--- src/design/ifmb_regs.vh ---
// register offsets, field positions and reset values of the interrupt flag/mask bank
// assumes word addressing on a plain strobe port, 16-bit data
`ifndef IFMB_REGS_VH
`define IFMB_REGS_VH

`define IFMB_ADDR_W 4
`define IFMB_OFS_FLAGS 4'h0
`define IFMB_OFS_MASK 4'h1
`define IFMB_OFS_SELECT 4'h2
`define IFMB_OFS_EVT_STATUS 4'h3
`define IFMB_OFS_EVT_MASK 4'h4

`define IFMB_BIT_EXT0 0
`define IFMB_BIT_EXT1 1
`define IFMB_BIT_EXT2 2
`define IFMB_BIT_TMRA 3
`define IFMB_BIT_SPA_RX 4
`define IFMB_BIT_SPA_TX 5
`define IFMB_BIT_DMA1 6
`define IFMB_BIT_SHR7 7
`define IFMB_BIT_EXT3 8
`define IFMB_BIT_HOST 9
`define IFMB_BIT_SHR10 10
`define IFMB_BIT_SHR11 11
`define IFMB_BIT_DMA5 12
`define IFMB_BIT_DMA6 13

// writable/implemented bits: 15..14 reserved
`define IFMB_IMPL_MASK 16'h3FFF
`define IFMB_FLAGS_RST 16'h0000
`define IFMB_MASK_RST 16'h0000
// select bits: 0 -> bit 6, 1 -> bit 7, 2 -> bit 10, 3 -> bit 11; 1 chooses dma
`define IFMB_SELECT_RST 4'h0
`define IFMB_SEL_W 4
`define IFMB_EVT_RST 2'h0

`endif

--- src/design/ifmb_bank.v ---
// interrupt flag and mask register pair with dma/peripheral source sharing
// assumes all sources are synchronous to clk_sys and pulse or hold high for an event
//
// Summary of operation
// flags and mask share one bit layout, each position naming the same source in both.
// bits 15 and 14 of both registers are reserved and carry no source.
// bit 13 holds the sixth dma channel interrupt.
// bit 12 holds the fifth dma channel interrupt.
// bit 11 holds serial port b transmit or the fourth dma channel, per the dma select.
// bit 10 holds serial port b receive or the third dma channel, per the dma select.
// bit 9 holds the host port interrupt.
// bit 8 holds the fourth external interrupt.
// bit 7 holds timer b or the second dma channel, per the dma select.
// bit 6 is reserved or the first dma channel, per the dma select.
// bit 5 holds serial port a transmit.
// bit 4 holds serial port a receive.
// bit 3 holds timer a.
// bits 2, 1 and 0 hold the third, second and first external interrupts.
// after reset every shared position selects its non-dma source.
// a selected source event sets its flag, and a request goes out while flag and mask are set.
// reserved positions read zero and ignore writes in flags and mask.
//
// Strobed register access and the placing of the registers are this design's own decisions.
`timescale 1ns/1ps
`include "ifmb_regs.vh"

module ifmb_bank
(
    // clock, reset, enable
    input wire clk_sys,
    input wire arst_n,
    input wire clk_en,
    // register port
    input wire [`IFMB_ADDR_W-1:0] reg_addr,
    input wire [15:0] reg_wdata,
    input wire reg_wr,
    input wire reg_rd,
    output reg [15:0] reg_rdata,
    // interrupt sources
    input wire ext_irq_first,
    input wire ext_irq_second,
    input wire ext_irq_third,
    input wire ext_irq_fourth,
    input wire timer_a_irq,
    input wire timer_b_irq,
    input wire serial_port_a_rx_irq,
    input wire serial_port_a_tx_irq,
    input wire serial_port_b_rx_irq,
    input wire serial_port_b_tx_irq,
    input wire host_port_irq,
    input wire dma_chan_first_irq,
    input wire dma_chan_second_irq,
    input wire dma_chan_third_irq,
    input wire dma_chan_fourth_irq,
    input wire dma_chan_fifth_irq,
    input wire dma_chan_sixth_irq,
    // core side
    output wire [15:0] core_irq_req,
    output wire core_irq_any,
    output wire irq_out
);

    // register state
    reg [15:0] flags_q;
    reg [15:0] flags_d;
    reg [15:0] mask_q;
    reg [15:0] mask_d;
    reg [`IFMB_SEL_W-1:0] dma_priority_enable_control_q;
    reg [`IFMB_SEL_W-1:0] dma_priority_enable_control_d;
    reg [1:0] evt_status_q;
    reg [1:0] evt_status_d;
    reg [1:0] evt_mask_q;
    reg [1:0] evt_mask_d;
    reg [15:0] rdata_d;
    // decoded sources and strobes
    reg [15:0] src_evt;
    wire [15:0] impl_now;
    wire [15:0] flag_clr;
    wire [15:0] pending;
    wire wr_flags;
    wire wr_mask;
    wire wr_select;
    wire wr_evt_mask;
    wire rd_evt;
    wire new_pending;
    wire unmasked_evt;
    wire [1:0] evt_set;

    // shared position: 1 in the select picks the dma channel
    function pick_src;
        input sel;
        input dma_src;
        input periph_src;
        begin
            if (sel)
            begin
                pick_src = dma_src;
            end
            else
            begin
                pick_src = periph_src;
            end
        end
    endfunction

    // reserved bit 6 also holds no mask while not routed to dma
    function [15:0] impl_bits;
        input [`IFMB_SEL_W-1:0] sel;
        begin
            impl_bits = `IFMB_IMPL_MASK;
            impl_bits[`IFMB_BIT_DMA1] = sel[0];
        end
    endfunction

    // one flag bit: a write of 1 clears, an event sets, and the set wins
    function flag_next;
        input old;
        input clr;
        input evt;
        input impl;
        begin
            flag_next = ((old & ~clr) | evt) & impl;
        end
    endfunction

    // one mask bit: written or held, and kept at 0 where no source is routed
    function mask_next;
        input old;
        input wr;
        input val;
        input impl;
        begin
            if (wr)
            begin
                mask_next = val & impl;
            end
            else
            begin
                mask_next = old & impl;
            end
        end
    endfunction

    // map each source to its bit position
    always @*
    begin
        src_evt = 16'h0000;
        src_evt[`IFMB_BIT_EXT0] = ext_irq_first;
        src_evt[`IFMB_BIT_EXT1] = ext_irq_second;
        src_evt[`IFMB_BIT_EXT2] = ext_irq_third;
        src_evt[`IFMB_BIT_TMRA] = timer_a_irq;
        src_evt[`IFMB_BIT_SPA_RX] = serial_port_a_rx_irq;
        src_evt[`IFMB_BIT_SPA_TX] = serial_port_a_tx_irq;
        // position 6 is reserved unless dma chosen
        src_evt[`IFMB_BIT_DMA1] = pick_src(dma_priority_enable_control_q[0],
            dma_chan_first_irq, 1'b0);
        src_evt[`IFMB_BIT_SHR7] = pick_src(dma_priority_enable_control_q[1],
            dma_chan_second_irq, timer_b_irq);
        src_evt[`IFMB_BIT_EXT3] = ext_irq_fourth;
        src_evt[`IFMB_BIT_HOST] = host_port_irq;
        src_evt[`IFMB_BIT_SHR10] = pick_src(dma_priority_enable_control_q[2],
            dma_chan_third_irq, serial_port_b_rx_irq);
        src_evt[`IFMB_BIT_SHR11] = pick_src(dma_priority_enable_control_q[3],
            dma_chan_fourth_irq, serial_port_b_tx_irq);
        src_evt[`IFMB_BIT_DMA5] = dma_chan_fifth_irq;
        src_evt[`IFMB_BIT_DMA6] = dma_chan_sixth_irq;
    end

    assign impl_now = impl_bits(dma_priority_enable_control_q);
    assign wr_flags = reg_wr && (reg_addr == `IFMB_OFS_FLAGS);
    assign wr_mask = reg_wr && (reg_addr == `IFMB_OFS_MASK);
    assign wr_select = reg_wr && (reg_addr == `IFMB_OFS_SELECT);
    assign wr_evt_mask = reg_wr && (reg_addr == `IFMB_OFS_EVT_MASK);
    assign rd_evt = reg_rd && (reg_addr == `IFMB_OFS_EVT_STATUS);
    assign flag_clr = wr_flags ? reg_wdata : 16'h0000;

    // flags: writing 1 clears a flag; a source event in the same cycle wins
    always @*
    begin
        flags_d = 16'h0000;
        flags_d[0] = flag_next(flags_q[0], flag_clr[0], src_evt[0], impl_now[0]);
        flags_d[1] = flag_next(flags_q[1], flag_clr[1], src_evt[1], impl_now[1]);
        flags_d[2] = flag_next(flags_q[2], flag_clr[2], src_evt[2], impl_now[2]);
        flags_d[3] = flag_next(flags_q[3], flag_clr[3], src_evt[3], impl_now[3]);
        flags_d[4] = flag_next(flags_q[4], flag_clr[4], src_evt[4], impl_now[4]);
        flags_d[5] = flag_next(flags_q[5], flag_clr[5], src_evt[5], impl_now[5]);
        flags_d[6] = flag_next(flags_q[6], flag_clr[6], src_evt[6], impl_now[6]);
        flags_d[7] = flag_next(flags_q[7], flag_clr[7], src_evt[7], impl_now[7]);
        flags_d[8] = flag_next(flags_q[8], flag_clr[8], src_evt[8], impl_now[8]);
        flags_d[9] = flag_next(flags_q[9], flag_clr[9], src_evt[9], impl_now[9]);
        flags_d[10] = flag_next(flags_q[10], flag_clr[10], src_evt[10], impl_now[10]);
        flags_d[11] = flag_next(flags_q[11], flag_clr[11], src_evt[11], impl_now[11]);
        flags_d[12] = flag_next(flags_q[12], flag_clr[12], src_evt[12], impl_now[12]);
        flags_d[13] = flag_next(flags_q[13], flag_clr[13], src_evt[13], impl_now[13]);
    end

    // mask: same layout as the flags
    always @*
    begin
        mask_d = 16'h0000;
        mask_d[0] = mask_next(mask_q[0], wr_mask, reg_wdata[0], impl_now[0]);
        mask_d[1] = mask_next(mask_q[1], wr_mask, reg_wdata[1], impl_now[1]);
        mask_d[2] = mask_next(mask_q[2], wr_mask, reg_wdata[2], impl_now[2]);
        mask_d[3] = mask_next(mask_q[3], wr_mask, reg_wdata[3], impl_now[3]);
        mask_d[4] = mask_next(mask_q[4], wr_mask, reg_wdata[4], impl_now[4]);
        mask_d[5] = mask_next(mask_q[5], wr_mask, reg_wdata[5], impl_now[5]);
        mask_d[6] = mask_next(mask_q[6], wr_mask, reg_wdata[6], impl_now[6]);
        mask_d[7] = mask_next(mask_q[7], wr_mask, reg_wdata[7], impl_now[7]);
        mask_d[8] = mask_next(mask_q[8], wr_mask, reg_wdata[8], impl_now[8]);
        mask_d[9] = mask_next(mask_q[9], wr_mask, reg_wdata[9], impl_now[9]);
        mask_d[10] = mask_next(mask_q[10], wr_mask, reg_wdata[10], impl_now[10]);
        mask_d[11] = mask_next(mask_q[11], wr_mask, reg_wdata[11], impl_now[11]);
        mask_d[12] = mask_next(mask_q[12], wr_mask, reg_wdata[12], impl_now[12]);
        mask_d[13] = mask_next(mask_q[13], wr_mask, reg_wdata[13], impl_now[13]);
    end

    always @*
    begin
        dma_priority_enable_control_d = dma_priority_enable_control_q;
        if (wr_select)
        begin
            dma_priority_enable_control_d = reg_wdata[`IFMB_SEL_W-1:0];
        end
    end

    always @*
    begin
        evt_mask_d = evt_mask_q;
        if (wr_evt_mask)
        begin
            evt_mask_d = reg_wdata[1:0];
        end
    end

    assign pending = flags_q & mask_q;
    assign new_pending = |(src_evt & mask_q & ~flags_q);
    assign unmasked_evt = |(src_evt & ~mask_q & impl_now);
    // event 0: a newly pending masked source, event 1: a source seen while unmasked
    assign evt_set = {unmasked_evt, new_pending};

    // event status: a read clears it, an event in the same cycle wins
    always @*
    begin
        evt_status_d = evt_status_q;
        if (rd_evt)
        begin
            evt_status_d = 2'h0;
        end
        evt_status_d = evt_status_d | evt_set;
    end

    // read data stand for the one cycle after the strobe, else 0
    always @*
    begin
        rdata_d = 16'h0000;
        if (reg_rd)
        begin
            case (reg_addr)
                `IFMB_OFS_FLAGS: rdata_d = flags_q;
                `IFMB_OFS_MASK: rdata_d = mask_q;
                `IFMB_OFS_SELECT: rdata_d = {12'h000, dma_priority_enable_control_q};
                `IFMB_OFS_EVT_STATUS: rdata_d = {14'h0, evt_status_q};
                `IFMB_OFS_EVT_MASK: rdata_d = {14'h0, evt_mask_q};
                default: rdata_d = 16'h0000;
            endcase
        end
    end

    always @(posedge clk_sys or negedge arst_n)
    begin
        if (!arst_n)
        begin
            flags_q <= `IFMB_FLAGS_RST;
        end
        else if (clk_en)
        begin
            flags_q <= flags_d;
        end
    end

    always @(posedge clk_sys or negedge arst_n)
    begin
        if (!arst_n)
        begin
            mask_q <= `IFMB_MASK_RST;
        end
        else if (clk_en)
        begin
            mask_q <= mask_d;
        end
    end

    always @(posedge clk_sys or negedge arst_n)
    begin
        if (!arst_n)
        begin
            dma_priority_enable_control_q <= `IFMB_SELECT_RST;
        end
        else if (clk_en)
        begin
            dma_priority_enable_control_q <= dma_priority_enable_control_d;
        end
    end

    always @(posedge clk_sys or negedge arst_n)
    begin
        if (!arst_n)
        begin
            evt_status_q <= `IFMB_EVT_RST;
        end
        else if (clk_en)
        begin
            evt_status_q <= evt_status_d;
        end
    end

    always @(posedge clk_sys or negedge arst_n)
    begin
        if (!arst_n)
        begin
            evt_mask_q <= `IFMB_EVT_RST;
        end
        else if (clk_en)
        begin
            evt_mask_q <= evt_mask_d;
        end
    end

    always @(posedge clk_sys or negedge arst_n)
    begin
        if (!arst_n)
        begin
            reg_rdata <= 16'h0000;
        end
        else if (clk_en)
        begin
            reg_rdata <= rdata_d;
        end
    end

    // core side levels
    assign core_irq_req = pending;
    assign core_irq_any = |pending;
    assign irq_out = |(evt_status_q & evt_mask_q);

endmodule // ifmb_bank

--- config.mk ---
export PLATFORM = sky130hd
export DESIGN_NAME = ifmb_bank
export DESIGN_NICKNAME = d
export VERILOG_FILES = /design/src/design/ifmb_bank.v
export VERILOG_INCLUDE_DIRS = /design/src /design/src/design
export SDC_FILE = /design/constraint.sdc
export NUM_CORES = 1
export LEC_CHECK = 0
export BUFFER_PORTS_ARGS = -buffer_cell sky130_fd_sc_hd__buf_4
export CAP_MARGIN = 20
export CORE_MARGIN = 4
export CORE_UTILIZATION = 51
export DETAILED_ROUTE_END_ITERATION = 8
export GPL_TIMING_DRIVEN = 0
export PLACE_DENSITY = 0.76
export RECOVER_POWER = 50
export SYNTH_ARGS = -nofsm -noshare
export SYNTH_HDL_FRONTEND = slang
export SYNTH_SLANG_ARGS = --single-unit
--- constraint.sdc ---
create_clock -name clk_sys -period 2 [get_ports clk_sys]
set_input_delay 0 -clock clk_sys [delete_from_list [all_inputs] [get_ports clk_sys]]
set_output_delay 0 -clock clk_sys [all_outputs]
set_load 0.02 [all_outputs]
-- Word level (Yosys, flattened, before mapping)
Index checks and enable logic that the tools add are counted.
W data, S select, Z words.
- register bits: 52
- input port bits: 42
- output and inout bits: 34
- word-level logic and storage cells: 87
- equal/unequal tests: 4
- mux-type cells: 9
- bitwise logic cells: 54
- reduce and logical (&&, ||, !) cells: 13
- operators by type and width (cell ; number):
    $pmux W14 S5 ; 1
    $reduce_or A16 Y1 ; 3
    $and A14 B16 Y16 ; 2
    $not A14 Y16 ; 2
    $and A14 B14 Y14 ; 2
    $and A1 B1 Y1 ; 17
    $and A16 B14 Y16 ; 1
    $mux W16 ; 1
    $mux W14 ; 1
    $not A1 Y1 ; 14
    $or A1 B1 Y1 ; 14
    $eq A4 B2 Y1 const B ; 2
    $reduce_and A2 Y1 ; 3
    $logic_and A1 B1 Y1 ; 5
    $mux W1 ; 5
    $eq A4 B1 Y1 const B ; 1
    $eq A4 B3 Y1 const B ; 1
    $logic_not A4 Y1 ; 1
    $and A2 B2 Y2 ; 1
    $mux W2 ; 1
    $or A2 B2 Y2 ; 1
    $reduce_or A2 Y1 ; 1

-- Logic depth before layout (Yosys ltp)
Gate-level depths: netlist (run 1).
- word-level depth: 7
- depth in mapped cells: 8
- mapped depth without buffers: 5

-- Least setup slack after synthesis (run 1)
No wires, ideal clock.
- path type: register -> output
- start: register flags_q[2]
- end: output port core_irq_any
- arrival time: 1.816 ns
- required time: 2.000 ns
- slack: 0.184 ns
- cell stages (with the launch flop): 5
- path buffers: 0
- cell sequence: dfrtp_1 and2_1 or4_1 nor4_1 or4b_1
- longest elaborated chain between the ends: 2
- ends and longest elaborated chain (item ; RTL line ; source):
    from (decl) ; ifmb_bank.v:64 ; reg [15:0] flags_q;
    from (signal assigned) ; ifmb_bank.v:273 ; flags_q <= `IFMB_FLAGS_RST;
    from (signal assigned) ; ifmb_bank.v:277 ; flags_q <= flags_d;
    $and A14 B14 Y14 ; ifmb_bank.v:235 ; assign pending = flags_q & mask_q;
    net core_irq_req[2] ; ifmb_bank.v:58 ; output wire [15:0] core_irq_req,
    $reduce_or A16 Y1 ; ifmb_bank.v:343 ; assign core_irq_any = |pending;
    to (decl) ; ifmb_bank.v:59 ; output wire core_irq_any,
The timed path passes the listed nets, and every way through them passes these cells.

-- Final worst setup path (run 1)
- start: register flags_q[3]
- end: output port core_irq_any
- longest elaborated chain between the ends: 2
- ends and longest elaborated chain (item ; RTL line):
    $and A14 B14 Y14 ; ifmb_bank.v:235
    $reduce_or A16 Y1 ; ifmb_bank.v:343
No other way between the ends.

==> impl_results.md, run 1 <==
- Starting DRT DRC Count: about 170
- Cell Area, Synth: 2547 sq um
- Largest stage delay on the critical path: roughly 0.53 ns
- Status: finished, violations left
- Commonest cells after routing, fill and taps aside: 62 x buf_4, 50 x dfrtp_1, 35 x nand2_1
- Fin cells: roughly 420
- Max stage delay cell, worst path: or4_4
- Initial DRT Pass Iterations: 5
- R2R cell count: 5
- RSZ-0062 raised after global routing: yes
- Startpoint types: flop
- Placed insts: approximately 380
- Max_slew headroom: 0.1813
- Clk slew on worst S/H paths: around 0.090 ns
- Count of different cell masters after synthesis: 39
- Initial core utilization: 0.5323
- GRT overflow: 0
- Setup TNS: -0.2412 ns
- Slew @ Worst Pin: 1.228 ns
- CP startpoint: flags_q[3]
- Largest net degree at the start of global routing: 51
- Max-cap check violation count: 0
- Fin area: 3512 sq um
- Core area: 4786 sq um
- HP Class: in -> reg
- Mapped Cells: 244
- PortBufs: between 60 and 70
- Largest area contributor in the netlist: dfrtp_1
- Post-place instance area: roughly 3100 sq um
- Initial antenna violation count: 0
- First-pass GRT wire length: roughly 12 mm
- Tcrit/Tclk final: 1.121
- Share of the synthesized area in the top cell type: 0.4912
- Root buf cell: clkbuf_8
- Levels on crit path: 5
- Vias in the first global route: ~2.4k
- CTS tree: built
- Post-synth ARST share: 1.000
- Failing checks: negative setup slack
- Seq/Total Area, Yosys: 0.4912
- CP endpoint: core_irq_any
- Critical Path AT: approximately 2.2 ns
- Reg2Reg Setup Slack: around 0.37 ns
- FF-to-FF Start: dma_priority_enable_control_q[2]
- Slew Limit Fails: 0
- Syn. warnings: 0
- Type of destination of the critical path: output pin
- Final wirelength: ~7.5 mm
- Cell Chain, Critical Path: and2_4 > or4_4 > nor4_1 > or4b_1 > buf_6
- Pwr Total: 2.605 mW
- Number of synthesized flops with an enable pin: 0
- Clock sinks: 50
- GRT Total Usage: 0.2519
- Clock Path Buffers: 2
- GP Congestion: ~0.92
- # fillers: approximately 380
- Dominant synthesized flop cell: dfrtp_1
- WL per Instance: roughly 18 um
- Final hold viol count: 0
- Vias: roughly 2.3k
- Ant. Diodes: 0
- Commonest non-fill, non-tap cell in the layout: buf_4
- CTS HTree Levels: 2
- Net count, final: between 300 and 400
- DIE AREA: between 6000 and 7000 sq um
- Die H: 78.68 um
- Register Area: ~1300 sq um
- HPWL after DPL: 5.315 mm
- Area of the multi-input gates: about 1200 sq um
- DR DRC count: 0
- LEAKAGE: roughly 1.6 nW
- PD cells: ~740 nW/um^2
- Setup Crit Path Kind: reg -> out
- Routed Antenna Nets: 0
- FF-to-FF End: evt_status_q[1]
- HP Start: timer_b_irq
- Final setup fails: 1
- Crit path max fanout: 2
- Bufs and invs on worst path: 1
- Top cells by area, synth: dfrtp_1 49%, mux2_1 6.6%, nand2_1 5.2%
- Synth Register Bits: 50
- Share of post-route cells with drive strength above 1: 0.2429
- Clock buffer count from CTS: 5
- Die Width: slightly below 80 um
- Final min period: 2.241 ns
- Clk Latency, worst-skew pair: about 0.31 ns
- Layout Area Growth over Synthesis: 37.87%
- Fin util: 0.7339
- Row cnt: 25
- Syn avg cell area: between 10 and 15 sq um
- Routed vias/inst: around 5.6
- PnR worst setup slack: -0.2412 ns
- Final Skew: 0.005694 ns
- Ports: 76
- Worst endpoint required time: about 2.0 ns
- Fmax: around 450 MHz
- VDD IR max: between 400 and 500 uV
- Delay-heaviest family, CP: simple AND/OR/NAND/NOR gates
-- how the worst min path moves through the flow --
| stage | endpoint | slack, ns | cells past startpoint |
|---|---|---|---|
| 5_1_grt | flags_q[10] | 0.07 | 3 |
| 2_1_floorplan | dma_priority_enable_control_q[0] | -0.30 | 0 |
| 3_5_place_dp | mask_q[12] | 0.06 | 1 |
| 3_3_place_gp | mask_q[13] | 0.06 | 1 |
| 6_report | flags_q[7] | 0.04 | 3 |
| 4_1_cts | flags_q[7] | 0.04 | 3 |
-- report_power, final --
| part | switching, mW | leakage (nW) | internal [mW] |
|---|---|---|---|
| logic | 0.337 | 0.948 | 0.343 |
| clock network | 0.329 | 0.0524 | 0.375 |
| registers | 0.113 | 0.601 | 1.11 |
-- layout make-up --
class | count | area share
inverter | 10 | 0.01069
clock buffer | 7 | 0.02173
multi-input combinational | 171 | 0.3388
buffer | 16 | 0.02458
clock inverter | 1 | 0.008550
tap | 67 | 0.02387
sequential | 50 | 0.3563
timing repair buffer | 99 | 0.2155
-- logic make-up (layout without fill, tap and decap cells) --
group	Yosys count	after routing	share of synthesized area
AO/OA/AOI/OAI	60	60	0.1690
buffers and inverters	26	133	0.04863
flip-flops	50	50	0.4912
multiplexers	27	27	0.1252
other	1	4	0.001472
AND/OR/NAND/NOR	80	80	0.1645
-- tightest hold or removal path: stages --
cell and delay (ns):
buf_4 0.08, mux2i_1 0.09, o21ai_0 0.15
-- timing repair --
action,4_1_cts,5_1_grt
pin swaps,0,0
hold endpoints to repair,84,0
setup buffers,5,1
setup endpoints to repair,1,1
gates resized for setup,1,2
hold buffers,26,0
gates cloned,0,0
-- synth_stat cells (all sizes together) (6+ instances only) --
cell,number
dfrtp,50
nand2,35
mux2,19
and2,14
o2bb2ai,14
a22oi,13
buf,11
o21ai,11
inv,10
o22ai,10
nor2,7
a22o,6
mux2i,6
-- layer usage --
| metal | track usage | vias up | routed length (um) |
|---|---|---|---|
| li1 | - | 1096 | - |
| met5 | 0 | - | 0 |
| met3 | 0.04702 | 14 | 412 |
| met4 | 0.08217 | 0 | 171 |
| met2 | 0.4109 | 90 | 3612 |
| met1 | 0.3378 | 1145 | 3298 |
-- stage by stage --
step / worst slack [ns] / hold WS, ns
2_1_floorplan: 0.1837 / -0.2956
3_3_place_gp: 0.07344 / 0.05843
3_5_place_dp: 0.06754 / 0.05921
4_1_cts: -0.1844 / 0.03890
5_1_grt: -0.2740 / 0.07007
6_report: -0.2412 / 0.03827
-- state kept, by name, summed over array words and instances (netlist names) --
| name | flops |
|---|---|
| flags_q | 14 |
| mask_q | 14 |
| reg_rdata | 14 |
| dma_priority_enable_control_q | 4 |
| evt_mask_q | 2 |
| evt_status_q | 2 |
(Power assumes the default switching activity.)
==> run 2, diff against run 1 <==
--- a/config.mk
+++ b/config.mk
@@ -8,12 +8,16 @@
 export LEC_CHECK = 0
 export BUFFER_PORTS_ARGS = -buffer_cell sky130_fd_sc_hd__buf_4
 export CAP_MARGIN = 20
+export CELL_PAD_IN_SITES_DETAIL_PLACEMENT = 1
+export CELL_PAD_IN_SITES_GLOBAL_PLACEMENT = 2
 export CORE_MARGIN = 4
-export CORE_UTILIZATION = 51
+export CORE_UTILIZATION = 31
 export DETAILED_ROUTE_END_ITERATION = 8
 export GPL_TIMING_DRIVEN = 0
-export PLACE_DENSITY = 0.76
+export PLACE_DENSITY = 0.75
 export RECOVER_POWER = 50
+export SKIP_LAST_GASP = 1
+export SLEW_MARGIN = 20
 export SYNTH_ARGS = -nofsm -noshare
 export SYNTH_HDL_FRONTEND = slang
 export SYNTH_SLANG_ARGS = --single-unit
==> run 2 against run 1 <==
  * The flow still finishes with violations (negative setup slack)
  * Die area grew 57%
  * Sequential share of layout area down 0.37 points
  * Worst setup slack gained 0.057 ns
  * Combinational power increased by 3.7%
  * First-iteration DRC count fell by 60%
  * Register-to-register slack worse by 0.09 ns
  * Sequential cell count is the same
  * Global-route usage down 7.3 points
  * Core utilization decreased by 28 points
  * Critical path type unchanged
==> impl_results.md, run 2 (same netlist as run 1, synthesis figures left out) <==
- Setup TNS: -0.1841 ns (+0.05715 ns)
- Starting DRT DRC Count: 67 (-60%)
- Final Skew: 0.01080 ns (+0.005111 ns)
- FF-to-FF End: evt_status_q[1]
- Final wirelength: 8.690 mm (+16%)
- CTS tree: built
- Layout Area Growth over Synthesis: 39.44%
- Max-cap check violation count: 0 (unchanged)
- Crit path max fanout: 2 (unchanged)
- Routed vias/inst: 5.121 (-8.1%)
- PortBufs: 67 (unchanged)
- Type of destination of the critical path: output pin
- Share of post-route cells with drive strength above 1: 0.2542 (+0.01130)
- RSZ-0062 raised after global routing: yes
- Largest net degree at the start of global routing: 51 (unchanged)
- Commonest cells after routing, fill and taps aside: 62 x buf_4, 49 x dfrtp_1, 35 x nand2_1
- Setup Crit Path Kind: reg -> out
- Die Width: 98.65 um (+25%)
- Vias in the first global route: 2462 (+2.6%)
- Clk slew on worst S/H paths: 0.10 ns (about the same)
- First-pass GRT wire length: 13.77 mm (+15%)
- PnR worst setup slack: -0.1841 ns (+0.05715 ns)
- Reg2Reg Setup Slack: 0.28 ns (-0.09 ns)
- Initial DRT Pass Iterations: 4 (-1)
- Root buf cell: clkbuf_8
- HP Start: serial_port_b_rx_irq
- Fmax: 457.9 MHz (+2.6%)
- Max_slew headroom: 0.1336 (-0.04772)
- Critical Path AT: 2.18 ns (-0.06 ns)
- PD cells: 720.0 nW/um^2 (-2.9%)
- Tcrit/Tclk final: 1.092 (-0.02857)
- GP Congestion: 0.8258 (-10%)
- HPWL after DPL: 6.446 mm (+21%)
- Failing checks: negative setup slack
- Final hold viol count: 0 (unchanged)
- Register Area: 1252 sq um (about the same)
- Die H: 98.65 um (+25%)
- Cell Chain, Critical Path: and2_4 > or4_4 > nor4_2 > or4b_1 > buf_6
- Max stage delay cell, worst path: or4_4
- Area of the multi-input gates: 1196 sq um (+0.53%)
- Vias: 2335 (-0.43%)
- Slew @ Worst Pin: 1.300 ns (+0.07157 ns)
- Largest stage delay on the critical path: 0.55 ns (+0.02 ns)
- Core area: 7848 sq um (+64%)
- Clk Latency, worst-skew pair: 0.31 ns (about the same)
- VDD IR max: 316.6 uV (-28%)
- Clock Path Buffers: 2 (unchanged)
- Clock buffer count from CTS: 5 (unchanged)
- Hold path cells: 3 (unchanged)
- # fillers: 926 (+140%)
- HP Class: in -> reg
- Worst hold endpoint: flags_q[10]
- CTS HTree Levels: 2 (unchanged)
- Final setup fails: 1 (unchanged)
- Commonest non-fill, non-tap cell in the layout: buf_4
- Row cnt: 32 (+28%)
- Initial core utilization: 0.3246 (-0.2077)
- Bufs and invs on worst path: 1 (unchanged)
- Final min period: 2.184 ns (-0.05715 ns)
- DIE AREA: 9732 sq um (+57%)
- DR DRC count: 0 (unchanged)
- Pre-CTS setup slack: -0.006797 ns (-0.07433 ns)
- WL per Instance: 19.06 um (+7.0%)
- Net count, final: 395 (unchanged)
- GRT Total Usage: 0.1794 (-0.07251)
- Levels on crit path: 5 (unchanged)
- Status: finished, violations left
- LEAKAGE: 1.598 nW (-0.25%)
- Initial antenna violation count: 0 (unchanged)
- Slew Limit Fails: 0 (unchanged)
- Startpoint types: flop
- R2R cell count: 5 (unchanged)
- Worst endpoint required time: 2.00 ns (about the same)
- Routed Antenna Nets: 0 (unchanged)
- Clock sinks: 50 (unchanged)
- GRT overflow: 0 (unchanged)
- Delay-heaviest family, CP: simple AND/OR/NAND/NOR gates
- Largest regs: flags_q: 14 flops, mask_q: 14 flops, reg_rdata: 14 flops
- FF-to-FF Start: dma_priority_enable_control_q[2]
- Ports: 76 (unchanged)
- Ant. Diodes: 0 (unchanged)
==> run 2: tightest hold or removal path, delay by kind of cell <==
| family | cells | cell delay, ns |
|---|---|---|
| compound gates | 1 | 0.16 |
| mux | 1 | 0.10 |
| buf+inv | 1 | 0.08 |
==> run 2: through the flow <==
step / hold slack (ns) / total power [mW] / std cells / area [sq um] / utilization
after floorplan: -0.2956 / 1.553 / 247 / 2559 / -
after global placement: 0.07899 / 1.860 / 416 / 3189 / 0.4064
after detailed placement: 0.07955 / 1.872 / 416 / 3189 / 0.4064
after CTS: 0.06175 / 2.586 / 456 / 3607 / 0.4597
after global routing: 0.06163 / 2.683 / 456 / 3552 / 0.4526
final: 0.05859 / 2.558 / 456 / 3552 / 0.4526
==> run 2: timing repair <==
| item | in CTS | in global routing |
|---|---|---|
| resized for setup | 5 | 0 |
| buffers inserted | 6 | 0 |
| hold endpoints to repair | 84 | 0 |
| hold buffers | 26 | 0 |
| setup endpoints to repair | 1 | 1 |
==> run 2: cell type report <==
cell class / instances / share of cell area
repair buffers: 99 / 0.2131
inverters: 10 / 0.01057
multi-input cells: 171 / 0.3367
clock buffers: 6 / 0.02325
plain buffers: 16 / 0.02430
flip-flops and latches: 50 / 0.3526
well taps: 102 / 0.03593
clock inverters: 2 / 0.003522
==> run 2: worst max-delay path by stage <==
stage	start	endpoint	slack [ns]
after floorplan	flags_q[2]	core_irq_any	0.18
after global placement	flags_q[2]	core_irq_any	-0.03
after detailed placement	flags_q[2]	core_irq_any	-0.007
after CTS	flags_q[2]	core_irq_any	-0.21
after global routing	flags_q[3]	core_irq_any	-0.26
final	flags_q[3]	core_irq_any	-0.18
==> run 2: layer usage <==
layer	vias to the layer above	track usage	share of wire
met4	0	0.03256	0.0096
met2	53	0.2980	0.48
met5	-	0	0
met3	8	0.03185	0.040
li1	1099	-	-
met1	1175	0.2483	0.47
==> run 2: where the power goes <==
group | leakage (nW) | switching (mW) | internal, mW
clock network | 0.0472 | 0.359 | 0.279
logic | 0.950 | 0.356 | 0.349
registers | 0.601 | 0.106 | 1.11
==> run 3, diff against run 2 <==
==> constraint.sdc (replaced) <==
create_clock -name clk_sys -period 2.5 [get_ports clk_sys]
set_input_delay 0 -clock clk_sys [delete_from_list [all_inputs] [get_ports clk_sys]]
set_output_delay 0 -clock clk_sys [all_outputs]
set_load 0.02 [all_outputs]
==> run 3 against run 2 <==
  * The flow now finishes without violations
  * Sequential power down 19%
  * Global-route usage down 0.21 points
  * Final area down 1.8%
  * Combinational power down 25%
  * Power down 21%
  * Via count down 1.2%
  * Worst hold slack better by 0.0027 ns
  * Critical path depth unchanged
  * Clock skew about the same
  * Count of clock-buffer cells in the layout unchanged
  * Sequential share of layout area up 0.61 points
  * Clock power down 20%
  * Largest power group unchanged
==> impl_results.md, run 3 (same netlist as run 1, synthesis figures left out) <==
- Setup TNS: 0 ns (+0.1841 ns)
- Area of the multi-input gates: 1184 sq um (-1.0%)
- GRT Total Usage: 0.1773 (-0.002079)
- Row cnt: 32 (unchanged)
- Initial antenna violation count: 0 (unchanged)
- Net count, final: 389 (-1.5%)
- Clock buffer count from CTS: 5 (unchanged)
- Initial DRT Pass Iterations: 4 (unchanged)
- Register Area: 1251 sq um (about the same)
- LEAKAGE: 1.561 nW (-2.3%)
- Switching Share: 0.3213 (about the same)
- GRT overflow: 0 (unchanged)
- Sw Pwr: 0.6474 mW (-21%)
- DIE AREA: 9732 sq um (unchanged)
- Critical Path AT: 2.33 ns (+0.15 ns)
- Fin cells: 450 (-1.3%)
- Clk slew on worst S/H paths: 0.10 ns (about the same)
- Post-CTS sizing: 0 (-5)
- FF-to-FF Start: dma_priority_enable_control_q[2]
- Ant. Diodes: 0 (unchanged)
- RSZ-0062 raised after global routing: no
- Clock Path Buffers: 2 (unchanged)
- Initial core utilization: 0.3246 (unchanged)
- Setup Fix Bufs, Post-CTS: 0 (-6)
- Fmax: ~430 MHz
- CTS HTree Levels: 2 (unchanged)
- Largest net degree at the start of global routing: 51 (unchanged)
- PD cells: 577.5 nW/um^2 (-20%)
- Routed Antenna Nets: 0 (unchanged)
- Root buf cell: clkbuf_8
- # fillers: 927 (+0.11%)
- HP Class: in -> reg
- Clk network pwr share: 0.253 (+0.004)
- Status: finished clean
- Type of destination of the critical path: output pin
- DR DRC count: 0 (unchanged)
- Routed vias/inst: 5.124 (about the same)
- Clock sinks: 50 (unchanged)
- Core area: 7848 sq um (unchanged)
- Max-cap check violation count: 0 (unchanged)
- PortBufs: 67 (unchanged)
- Layout Area Growth over Synthesis: 36.94%
- Worst hold endpoint: flags_q[11]
- Tcrit/Tclk final: 0.9328
- R2R cell count: 5 (unchanged)
- Final hold viol count: 0 (unchanged)
- GP Congestion: 0.8258 (unchanged)
- Internal Power: 1.367 mW (-21%)
- First-pass GRT wire length: 13.56 mm (-1.6%)
- HP Start: serial_port_b_tx_irq
- Largest regs: flags_q: 14 flops, mask_q: 14 flops, reg_rdata: 14 flops
- Vias: 2306 (-1.2%)
- VDD IR max: 252.2 uV (-20%)
- Vias in the first global route: 2420 (-1.7%)
- WL per Instance: 19.05 um (about the same)
- Slew Limit Fails: 0 (unchanged)
- Hold path cells: 3 (unchanged)
- Final setup fails: 0 (-1)
- Commonest non-fill, non-tap cell in the layout: buf_4
- Final Skew: 0.01098 ns (+0.0001805 ns)
- FF-to-FF End: evt_status_q[1]
- Setup Crit Path Kind: reg -> out
- Reg2Reg Setup Slack: 0.82 ns (+0.54 ns)
- Ports: 76 (unchanged)
- Startpoint types: flop
- Die H: 98.65 um (unchanged)
- Clk Latency, worst-skew pair: 0.31 ns (about the same)
- HPWL after DPL: 6.446 mm (unchanged)
- Share of post-route cells with drive strength above 1: 0.2270 (-0.02723)
- Max_slew headroom: 0.1385 (+0.004959)
- Commonest cells after routing, fill and taps aside: 57 x buf_4, 50 x dfrtp_1, 35 x nand2_1
- Worst endpoint required time: 2.50 ns (+0.50 ns)
- CTS tree: built
- Slew @ Worst Pin: 1.292 ns (-0.007438 ns)
- Die Width: 98.65 um (unchanged)
- Sequential power share: 0.486 (+0.011)
- Placed insts: 416 (unchanged)
- Final wirelength: 8.571 mm (-1.4%)
- Final min period: between 2 and 2.5 ns
- Combinational cell fraction of total power: 0.261 (-0.015)
- Crit path max fanout: 4 (+2)
- Starting DRT DRC Count: 71 (+6.0%)
==> run 3: cell types whose count changed in the layout (fill, tap and decap cells not counted), sizes merged <==
| cell | before | now |
|---|---|---|
| clkbuf | 26 | 27 |
| buf | 69 | 62 |
==> run 3: worst max-delay path by stage <==
stage / start / endpoint / slack, ns / depth (start not counted)
floorplan: flags_q[2] / core_irq_any / 0.68 / 4
global placement: flags_q[2] / core_irq_any / 0.47 / 5
detailed placement: flags_q[2] / core_irq_any / 0.49 / 5
CTS: flags_q[2] / core_irq_any / 0.14 / 5
global route: flags_q[2] / core_irq_any / 0.07 / 5
finish: flags_q[2] / core_irq_any / 0.17 / 5
==> run 3: layout make-up <==
| class | count | share of cell area |
|---|---|---|
| repair buffers | 93 | 0.2030 |
| flip-flops and latches | 50 | 0.3587 |
| multi-input cells | 171 | 0.3393 |
| clock buffers | 6 | 0.02367 |
| well taps | 102 | 0.03659 |
| clock inverters | 2 | 0.003587 |
| inverters | 10 | 0.01076 |
| plain buffers | 16 | 0.02439 |
==> run 3: per-layer routing <==
layer	GRT usage	share of wire	up-vias
met5	0	0	-
met4	0.03256	0.0089	0
met3	0.03185	0.039	6
met2	0.2943	0.48	49
met1	0.2452	0.47	1164
li1	-	-	1087
==> run 3: metrics by stage <==
| step | area, sq um | hold slack (ns) | util | setup slack [ns] | power [mW] |
|---|---|---|---|---|---|
| finish | 3488 | 0.06125 | 0.4445 | 0.1679 | 2.015 |
| floorplan | 2559 | -0.2956 | - | 0.6837 | 1.242 |
| global route | 3488 | 0.06163 | 0.4445 | 0.07258 | 2.115 |
| global placement | 3189 | 0.07899 | 0.4064 | 0.4714 | 1.488 |
| CTS | 3545 | 0.06175 | 0.4517 | 0.1396 | 2.040 |
| detailed placement | 3189 | 0.07955 | 0.4064 | 0.4932 | 1.497 |
==> run 3: critical path: stages, from the launching register on <==
cell,delay (ns)
dfrtp_1,0.43
and2_1,0.21
or4_1,0.57
nor4_1,0.18
or4b_1,0.46
buf_4,0.17
==> run 3: power by group through the flow <==
stage	clock, mW	combinational, mW	sequential, mW
2_1_floorplan	0	0.279	0.963
3_3_place_gp	0	0.496	0.992
3_5_place_dp	0	0.503	0.995
4_1_cts	0.524	0.536	0.979
5_1_grt	0.552	0.569	0.993
6_report	0.509	0.526	0.979
==> run 3: timing repair <==
action	CTS	global route
endpoints found under the setup margin	0	0
endpoints found under the hold margin	84	0
hold buffers	26	0
